**src/osc_ctrl_pkg.sv**
```systemverilog
// Constants and types shared by the oscillator source control block.
// Assumes a 32-bit APB register bus with word-aligned offsets.
package osc_ctrl_pkg;

  // Register byte offsets
  localparam logic [7:0] SOURCE_CTRL_OFFSET = 8'h00;
  localparam logic [7:0] TRIM_OFFSET        = 8'h04;
  localparam logic [7:0] CONFIG_OFFSET      = 8'h08;

  // Field positions in clock_source_status_control
  localparam int SEL_LSB      = 6;
  localparam int REQ_BIT      = 5;
  localparam int ENGAGED_BIT  = 4;
  localparam int RANGE_LSB    = 2;
  localparam int FREQ_LSB     = 0;

  // Field positions in the configuration register
  localparam int KEEP_BIT     = 0;
  localparam int OUT_EN_BIT   = 1;

  // Reset values
  localparam logic [1:0] SEL_RESET   = 2'h0;
  localparam logic [1:0] FREQ_RESET  = 2'h0;
  localparam logic [1:0] RANGE_RESET = 2'h0;
  localparam logic [7:0] TRIM_RESET  = 8'h80;

  // Rising edges of the external clock seen before switching
  localparam logic [1:0] EDGES_TO_SWITCH = 2'h2;

  // Clock source selector codes
  typedef enum logic [1:0] {
    SRC_INTERNAL = 2'h0,
    SRC_EXT_CLK  = 2'h1,
    SRC_EXT_RC   = 2'h2,
    SRC_CRYSTAL  = 2'h3
  } source_t;

  // Internal frequency codes
  localparam logic [1:0] FREQ_4M0  = 2'h0;
  localparam logic [1:0] FREQ_8M0  = 2'h1;
  localparam logic [1:0] FREQ_12M8 = 2'h2;

  // Crystal amplifier range codes
  localparam logic [1:0] RANGE_8M_32M   = 2'h0;
  localparam logic [1:0] RANGE_1M_8M    = 2'h1;
  localparam logic [1:0] RANGE_32K_100K = 2'h2;

  // What the clock output pin carries
  typedef enum logic [1:0] {
    OUTPIN_RELEASED  = 2'h0,
    OUTPIN_AMPLIFIER = 2'h1,
    OUTPIN_FAST_CLK  = 2'h2
  } outpin_t;

  // Switch sequencer states
  typedef enum logic [1:0] {
    ST_INTERNAL,
    ST_WAIT_EDGES,
    ST_SWITCH,
    ST_EXTERNAL
  } switch_state_t;

endpackage

```
**src/pin_edge_sync.sv**
```systemverilog
// Two-flop synchroniser with a rising-edge pulse for a pin input.
// Assumes the pin is asynchronous to pclk and slower than pclk / 2.
`timescale 1ns/100ps
`default_nettype none
module pin_edge_sync (
  // Clock and reset
  input  wire logic pclk,
  input  wire logic presetn,
  // Pin and synchronised results
  input  wire logic pin,
  output logic      level,
  output logic      rise
);

  logic meta;
  logic sync;
  logic prev;

  always_ff @(posedge pclk or negedge presetn) begin
    if (!presetn) begin
      meta <= 1'b0;
      sync <= 1'b0;
      prev <= 1'b0;
    end else begin
      meta <= pin;
      sync <= meta;
      prev <= sync;
    end
  end

  // Edge taken between second and third stage only
  assign level = sync;
  assign rise  = sync & ~prev;

endmodule
`default_nettype wire

```
**src/osc_source_ctrl.sv**
```systemverilog
// Oscillator source selection, switch sequencing, trim and pin control.
// Assumes an APB master on pclk; analog oscillators sit outside and obey the enables.
//
// Notes on behaviour
// selector 00 internal, 01 external clock, 10 RC, 11 crystal.
// after reset the bus clock comes from the internal oscillator.
// frequency code 00 4.0 MHz, 01 8.0 MHz, 10 12.8 MHz; 11 reserved.
// range code 00 8-32 MHz, 01 1-8 MHz, 10 32-100 kHz; 11 reserved.
// external request enables the input pin and starts switching; reset clears it.
// external request ignored in monitor mode with internal oscillator bypassed.
// engaged bit reads 1 while an external source drives the clock.
// each trim step changes the internal period by about 0.2 percent.
// trim applies to the period of the selected internal frequency.
// the block raises no interrupts.
// no break-clearable flags; break state changes nothing.
// in wait mode the oscillator keeps running and supplying both clocks.
// in stop mode the oscillator runs only with keep-running-in-stop set; the code also keeps it running while stop_oscillator_enable is high.
// input pin released in internal mode, claimed as clock input otherwise.
// crystal mode gives the output pin to the inverting amplifier.
// output pin released in internal, external clock or RC mode unless enabled.
// output enable drives fast clock in internal or RC mode only.
// wait two external rising edges, switch, set engaged, then stop internal.
// clearing selector and request disengages and returns to internal oscillator.
// fast clock equals the source; half-rate clock is that divided by two.
// stop-mode enable from the integration unit gates the oscillator unless overridden.
// 8-bit registers on the bus; unimplemented bits read zero, ignore writes.
//
// Decided for this implementation: the placing of the registers and the APB interface to the registers.
`timescale 1ns/100ps
`default_nettype none
module osc_source_ctrl (
  // Clock and reset
  input  wire logic        pclk,
  input  wire logic        presetn,
  // APB slave
  input  wire logic        psel,
  input  wire logic        penable,
  input  wire logic        pwrite,
  input  wire logic [7:0]  paddr,
  input  wire logic [31:0] pwdata,
  output logic             pready,
  output logic [31:0]      prdata,
  output logic             pslverr,
  // Operating mode from the integration unit
  input  wire logic        wait_mode,
  input  wire logic        stop_mode,
  input  wire logic        stop_oscillator_enable,
  input  wire logic        monitor_bypass,
  input  wire logic        break_state,
  // Clock input pin level
  input  wire logic        clock_input_pin,
  // Oscillator controls
  output logic             internal_osc_enable,
  output logic [1:0]       internal_frequency_code,
  output logic [7:0]       trim_factor,
  output logic             external_input_enable,
  output logic             rc_enable,
  output logic [2:0]       amplifier_enable,
  // Clock routing
  output logic             external_clock_engaged,
  output logic             fast_clock_from_external,
  output logic             half_rate_divide_enable,
  // Pin ownership
  output logic             clock_input_pin_claimed,
  output logic [1:0]       clock_output_pin_mode
);

  // Register state
  logic [1:0] clock_source_selector;
  logic       external_clock_request;
  logic [1:0] crystal_range_code;
  logic       keep_running_in_stop;
  logic       clock_output_pin_enable;
  logic       engaged;
  logic       internal_stopped;
  logic [1:0] edge_count;
  osc_ctrl_pkg::switch_state_t state;
  osc_ctrl_pkg::switch_state_t next_state;

  // Bus decode
  wire setup_phase  = psel & ~penable;
  wire access_phase = psel & penable;
  wire hit_source   = (paddr == osc_ctrl_pkg::SOURCE_CTRL_OFFSET);
  wire hit_trim     = (paddr == osc_ctrl_pkg::TRIM_OFFSET);
  wire hit_config   = (paddr == osc_ctrl_pkg::CONFIG_OFFSET);
  wire mapped       = hit_source | hit_trim | hit_config;
  wire wr_strobe    = access_phase & pwrite & mapped;

  // Single access cycle; read data captured in the setup cycle
  assign pready  = 1'b1;
  assign pslverr = access_phase & ~mapped;

  wire [7:0] source_view = {clock_source_selector, external_clock_request, engaged,
                            crystal_range_code, internal_frequency_code};
  wire [7:0] config_view = {6'h00, clock_output_pin_enable, keep_running_in_stop};
  wire [7:0] read_mux    = hit_source ? source_view :
                           hit_trim   ? trim_factor :
                           hit_config ? config_view : 8'h00;

  always_ff @(posedge pclk or negedge presetn) begin
    if (!presetn) begin
      prdata <= 32'h00000000;
    end else if (setup_phase && !pwrite) begin
      prdata <= {24'h000000, read_mux};
    end
  end

  // Source register; engaged bit is not writable
  always_ff @(posedge pclk or negedge presetn) begin
    if (!presetn) begin
      clock_source_selector   <= osc_ctrl_pkg::SEL_RESET;
      external_clock_request  <= 1'b0;
      crystal_range_code      <= osc_ctrl_pkg::RANGE_RESET;
      internal_frequency_code <= osc_ctrl_pkg::FREQ_RESET;
    end else if (wr_strobe && hit_source) begin
      clock_source_selector   <= pwdata[osc_ctrl_pkg::SEL_LSB +: 2];
      external_clock_request  <= pwdata[osc_ctrl_pkg::REQ_BIT];
      crystal_range_code      <= pwdata[osc_ctrl_pkg::RANGE_LSB +: 2];
      internal_frequency_code <= pwdata[osc_ctrl_pkg::FREQ_LSB +: 2];
    end
  end

  // Trim goes straight to the oscillator, relative to the selected frequency
  always_ff @(posedge pclk or negedge presetn) begin
    if (!presetn) begin
      trim_factor <= osc_ctrl_pkg::TRIM_RESET;
    end else if (wr_strobe && hit_trim) begin
      trim_factor <= pwdata[7:0];
    end
  end

  always_ff @(posedge pclk or negedge presetn) begin
    if (!presetn) begin
      keep_running_in_stop    <= 1'b0;
      clock_output_pin_enable <= 1'b0;
    end else if (wr_strobe && hit_config) begin
      keep_running_in_stop    <= pwdata[osc_ctrl_pkg::KEEP_BIT];
      clock_output_pin_enable <= pwdata[osc_ctrl_pkg::OUT_EN_BIT];
    end
  end

  // External clock pin seen through two flops
  logic pin_level;
  logic pin_rise;

  pin_edge_sync u_pin_sync (
    .pclk    (pclk),
    .presetn (presetn),
    .pin     (clock_input_pin),
    .level   (pin_level),
    .rise    (pin_rise)
  );

  // Switch sequencer
  wire effective_request = external_clock_request & ~monitor_bypass;
  wire sel_internal      = (clock_source_selector == osc_ctrl_pkg::SRC_INTERNAL);
  wire release_request   = sel_internal & ~external_clock_request;
  wire edges_seen        = pin_rise & (edge_count == osc_ctrl_pkg::EDGES_TO_SWITCH - 2'h1);

  always_comb begin
    next_state = state;
    case (state)
      osc_ctrl_pkg::ST_INTERNAL:
        if (effective_request && !sel_internal) begin
          next_state = osc_ctrl_pkg::ST_WAIT_EDGES;
        end
      osc_ctrl_pkg::ST_WAIT_EDGES:
        if (!effective_request) begin
          next_state = osc_ctrl_pkg::ST_INTERNAL;
        end else if (edges_seen) begin
          next_state = osc_ctrl_pkg::ST_SWITCH;
        end
      osc_ctrl_pkg::ST_SWITCH:
        next_state = osc_ctrl_pkg::ST_EXTERNAL;
      osc_ctrl_pkg::ST_EXTERNAL:
        if (release_request) begin
          next_state = osc_ctrl_pkg::ST_INTERNAL;
        end
      default:
        next_state = osc_ctrl_pkg::ST_INTERNAL;
    endcase
  end

  // Break state deliberately unused: nothing here is break-clearable
  always_ff @(posedge pclk or negedge presetn) begin
    if (!presetn) begin
      state <= osc_ctrl_pkg::ST_INTERNAL;
    end else begin
      state <= next_state;
    end
  end

  always_ff @(posedge pclk or negedge presetn) begin
    if (!presetn) begin
      edge_count <= 2'h0;
    end else if (state != osc_ctrl_pkg::ST_WAIT_EDGES) begin
      edge_count <= 2'h0;
    end else if (pin_rise) begin
      edge_count <= edge_count + 2'h1;
    end
  end

  // Engaged is set one cycle before the internal oscillator is stopped
  always_ff @(posedge pclk or negedge presetn) begin
    if (!presetn) begin
      engaged          <= 1'b0;
      internal_stopped <= 1'b0;
    end else begin
      engaged          <= (next_state == osc_ctrl_pkg::ST_SWITCH) |
                          (next_state == osc_ctrl_pkg::ST_EXTERNAL);
      internal_stopped <= (next_state == osc_ctrl_pkg::ST_EXTERNAL);
    end
  end

  assign external_clock_engaged   = engaged;
  assign fast_clock_from_external = engaged;

  // Stop mode gates all oscillators unless told to keep running; wait has no effect
  wire run_allowed = ~stop_mode | stop_oscillator_enable | keep_running_in_stop;

  assign internal_osc_enable     = run_allowed & ~internal_stopped;
  assign half_rate_divide_enable = run_allowed;
  assign external_input_enable   = run_allowed & ~sel_internal & effective_request;
  assign rc_enable               = run_allowed &
                                   (clock_source_selector == osc_ctrl_pkg::SRC_EXT_RC);

  wire sel_crystal = (clock_source_selector == osc_ctrl_pkg::SRC_CRYSTAL);

  // One amplifier per range; reserved range code enables none
  genvar r;
  generate
    for (r = 0; r < 3; r++) begin : g_amp
      assign amplifier_enable[r] = run_allowed & sel_crystal &
                                   (crystal_range_code == 2'(r));
    end
  endgenerate

  // Pin ownership
  wire sel_ext_clk = (clock_source_selector == osc_ctrl_pkg::SRC_EXT_CLK);

  assign clock_input_pin_claimed = ~sel_internal;
  assign clock_output_pin_mode =
    sel_crystal ? osc_ctrl_pkg::OUTPIN_AMPLIFIER :
    (clock_output_pin_enable && !sel_ext_clk) ? osc_ctrl_pkg::OUTPIN_FAST_CLK :
    osc_ctrl_pkg::OUTPIN_RELEASED;
endmodule
`default_nettype wire

```
**config.mk**
```make
export PLATFORM = sky130hd
export DESIGN_NAME = osc_source_ctrl
export DESIGN_NICKNAME = d
export VERILOG_FILES = /design/src/osc_ctrl_pkg.sv /design/src/pin_edge_sync.sv /design/src/osc_source_ctrl.sv
export SDC_FILE = /design/constraint.sdc
export NUM_CORES = 1
export LEC_CHECK = 0
export BUFFER_PORTS_ARGS = -buffer_cell sky130_fd_sc_hd__buf_2
export CAP_MARGIN = 10
export CORE_UTILIZATION = 46
export DETAILED_ROUTE_END_ITERATION = 6
export PLACE_DENSITY = 0.88
export SYNTH_ARGS = -nofsm -noshare
export SYNTH_HDL_FRONTEND = slang
export SYNTH_SLANG_ARGS = --single-unit
```
**constraint.sdc**
```tcl
create_clock -name pclk -period 2.29 [get_ports pclk]
set_clock_uncertainty 0.15 [all_clocks]
set_input_delay 0.229 -clock pclk [delete_from_list [all_inputs] [get_ports pclk]]
set_output_delay 0.229 -clock pclk [all_outputs]
set_load 0.02 [all_outputs]
```
### Word-level counts from Yosys, hierarchy flattened

Index checks and enable logic that the tools add are counted.

* reductions and logical operators: 14
* $add $sub $neg: 1
* bitwise gates (word level): 30
* equal/unequal tests: 14
* muxes and demuxes: 12

Operators with widths (count)
* $mux 2: 9
* $and 1x1->1: 17
* $mux 8: 2
* $eq 2x2->1 const B: 7
* $eq 2x1->1 const B: 4
* $eq 8x3->1 const B: 1
* $eq 8x4->1 const B: 1
* $logic_not 8->1: 1
* $not 1->1: 8
* $pmux 2 s4: 1
* $logic_and 1x1->1: 6
* $logic_not 2->1: 3
* $or 1x1->1: 5
* $logic_not 1->1: 3
* $add 2x1->2 const B: 1
* $ne 2x1->1 const B: 1
* $reduce_bool 2->1: 1

* output and inout port bits: 56
* flip-flop bits (word level): 34
* input port bits: 51
* word-level logic and storage cells: 86

### Depth between registers and ports, before layout

* word-level depth: 8
* gate-level depth with buffers: 5
* gate-level depth less buffers: 4

### Hierarchy

A second synthesis with hierarchy kept.

* cell total of the unflattened synthesis: 157
* area, all modules: 1774.2 um2

Modules (own cells, without submodules)
* osc_source_ctrl: sequential area each 777.0 um2, times used 1, area an instance 1685.4 um2, cells an instance 153
* pin_edge_sync: sequential area each 75.1 um2, times used 1, area an instance 88.8 um2, cells an instance 4

### Least setup slack after synthesis

Ideal clock, no wire load.

* kind: flip-flop to output port
* from: register keep_running_in_stop
* to: output port amplifier_enable[1]
* setup slack: 676 ps
* arrival: 1235 ps
* data required time: 1911 ps
* path buffers: 0
* cell stages (with the launch flop): 5
* cells stage by stage: dfrtp_1 nor3b_1 inv_1 nand2_1 nor3b_1

* longest elaborated chain between the ends: 3

Ends and longest elaborated chain
* start, declared: RTL line osc_source_ctrl.sv:72 `logic keep_running_in_stop;`
* start signal, assigned: RTL line osc_source_ctrl.sv:137 `keep_running_in_stop <= pwdata[osc_ctrl_pkg::KEEP_BIT];`
* $or 1x1->1: RTL line osc_source_ctrl.sv:219 `wire run_allowed = ~stop_mode | stop_oscillator_enable | keep_running_in_stop;`
* via half_rate_divide_enable: RTL line osc_source_ctrl.sv:62 `output logic half_rate_divide_enable,`
* $and 1x1->1 (2 in a row): RTL line osc_source_ctrl.sv:233 `assign amplifier_enable[r] = run_allowed & sel_crystal &`
* end, declared: RTL line osc_source_ctrl.sv:58 `output logic [2:0] amplifier_enable,`

The timed path passes the listed nets, and every way through them passes these cells.

### Worst setup path in the final report

* from: register keep_running_in_stop
* to: output port amplifier_enable[1]

* longest elaborated chain between the ends: 3

Ends and longest elaborated chain (RTL line)
* $or 1x1->1: osc_source_ctrl.sv:219
* $and 1x1->1 (2 in a row): osc_source_ctrl.sv:233

No other way between the ends.

==> results.cfg <==
[outcome]
status = complete, no violations

[clock_tree]
cts_tree = done
cts_made_buffers = 5
clock_path_buffers = 2
clk_latency_ns = 0.28
cts_hold_buffers = 2
cts-root-buf = clkbuf_8
postCtsSetupRepairBufs = 0
cts.sinks = 34
cts_resized = 0
htree_levels = 2
path_clk_slew_ns = 0.06

[global_route]
grt_use_met1_pct = 21.7
antenna_found_initial = 0
grt_pass1_wl_mm = 5.50
track_usage_pct = 18.3
busiest_layer = met2
grt_util_met3_pct = 5.18
grt_overflow = 0
grt_pass1_vias = 1223
grt_max_degree = 35
met2_usage_pct = 29.4

[pwr]
leakage_nw = 1.13
p_total_mw = 1.26
max-vdd-ir-drop_mv = 0.438
p_per_area_nw_per_um2 = 601

[synthesis]
syn_area_per_cell_sq_um = 11.3
syn-instance-count = 157
synth_top_cell_by_area = dfrtp_1
synth-seq-cells = 34
netlist_area_sq_um = 1770
synth_xor_area_share_pct = 0.495
ys_seq_area_share_pct = 48.1
async_flop_share_pct = 100
yosys.cell_types.count = 34
yosys-top-cells-count = dfrtp_1, buf_4, mux2_2, nand2_1
synth-edff-count = 0
synth.top_cells.by_area = dfrtp_1, buf_4, mux2_2
yosysMostFrequentCell = dfrtp_1
ys.flop_type = dfrtp_1
yosys_warnings = 0
synth_compound_area_share_pct = 6.78
muxShareOfSynthArea_pct = 15.3
synth_fa_ha_area_share_pct = 0.707
synth_top_family_by_area = multiplexers
synth_top_area_share_pct = 46.6
synthSimpleGateAreaFrac_pct = 14.0

[setup_path]
crit_type = reg2out
cp_cell_sequence = nor3b_1 -> inv_1 -> nand2_1 -> nor3b_1 -> buf_2
slowest_stage = dfrtp_1
rr_startpoint = clock_source_selector[0]
crit_cells = 5
crit_buf_inv = 2
slowest_delay_ns = 0.39
crit_family = simple AND/OR/NAND/NOR gates
reg2reg_slack_ns = 0.74
worst_r2r_endpoint = external_clock_engaged
start_kind = register
cp_data_arrival_time_ns = 1.58
path_max_fanout = 3
reg2reg_depth = 3
crit_top_cell = nor3b_1
cp.required_ns = 1.91
cp-end-kind = output pin

[final_layout]
diodes = 0
area_delta_synth_final_pct = 18.5
drive_gt1_share_pct = 39.4
final_cells = 264
fin_nets = 267
fin_util_pct = 56.9
postLayoutCellArea_sq_um = 2100

[timing]
relSlewSlack_pct = 51.9
hold_ws_ns = 0.0310
hold_viol = 0
clock.fmax_mhz = 510
tightest_slew_ns = 0.722
timing.final.ws_setup_ns = 0.329
rsz0062_at_grt = no
setup_tns_ns = 0
slew_viol_final = 0
finalSetupViolations = 0
fin_crit_sh_pct = 85.6
fin_crit_ns = 1.96

[floorplanning]
ios = 107
start_util_pct = 48.0
coreArea_sq_um = 3690
dieWidth_um = 64.0
dieArea_sq_um = 4100
die_h_um = 64.0
std_cell_rows = 22

[place]
hpwl_mm = 2.50
place_inst = 254
place_congestion = 0.790
dpl_cell_area_sq_um = 1970
port_buffers = 55
pre_cts_slack_ns = 0.416

[drt]
routed_wl_mm = 3.23
wl_per_cell_um = 12.2
via_per_inst = 4.69
firstDrtPassIters = 4
vias = 1239
ant_nets = 0
drc_errors = 0
drtIter0Drc = 27

[min_path]
hp-class = in2reg
min_to = trim_factor[4]
min_from = pwdata[4]
hold_depth = 2

[job]
maxCapViolCount = 0
-- routing by layer --
layer	share of wire, %	vias to the layer above
li1	-	612
met1	42	579
met2	51	43
met3	5.4	5
met4	1.9	0
met5	0	-
-- kinds of logic (layout without fill, tap and decap cells) --
logic type	Yosys count	count (layout)
xor gates and xnor gates	1	1
other	2	25
and+or+nand+nor	43	43
AOI/OAI and AO/OA	16	16
adders and majority gates	1	1
DFF	34	34
buffers and inverters	35	71
muxes	25	25
-- cell type report --
type	instances	area [sq um]
Clock buffer	7	76.3
Fill cell	333	1590
Timing Repair Buffer	59	310
Clock inverter	1	30.0
Tap cell	48	60.1
Sequential cell	34	852
Inverter	4	15.0
Multi-Input combinational cell	111	754
-- cells in the final DEF, fill, tap and decap left out, types with 3 or more instances in the layout --
master / instances
buf_2: 55
dfrtp_1: 33
conb_1: 25
mux2_2: 17
nand2_1: 14
nor2_1: 8
mux2i_1: 8
o31ai_1: 8
clkbuf_8: 5
inv_1: 4
nor3b_1: 4
nor2b_1: 3
nor3_1: 3
-- power breakdown --
| group | switching, mW | total [mW] | internal [mW] |
|---|---|---|---|
| clock | 0.197 | 0.522 | 0.325 |
| combinational | 0.0879 | 0.126 | 0.0376 |
| sequential | 0.00487 | 0.613 | 0.608 |
| total | 0.290 | 1.26 | 0.971 |
-- sequential cells by signal (all words and copies together) (netlist names), 2 cells and up --
register                 cells
internal_frequency_code      2
state                        2
clock_source_selector        2
trim_factor                  8
prdata                       8
crystal_range_code           2
edge_count                   2
-- worst max-delay path by stage --
stage | slack, ns | end | start
after detailed placement | 0.42 | trim_factor[3] | paddr[3]
final | 0.33 | amplifier_enable[1] | keep_running_in_stop
after global routing | 0.22 | amplifier_enable[1] | keep_running_in_stop
after CTS | 0.28 | amplifier_enable[1] | keep_running_in_stop
after floorplan | 0.68 | amplifier_enable[1] | keep_running_in_stop
after global placement | 0.41 | trim_factor[1] | paddr[3]
No activity file was read; power rests on OpenSTA's default activity.
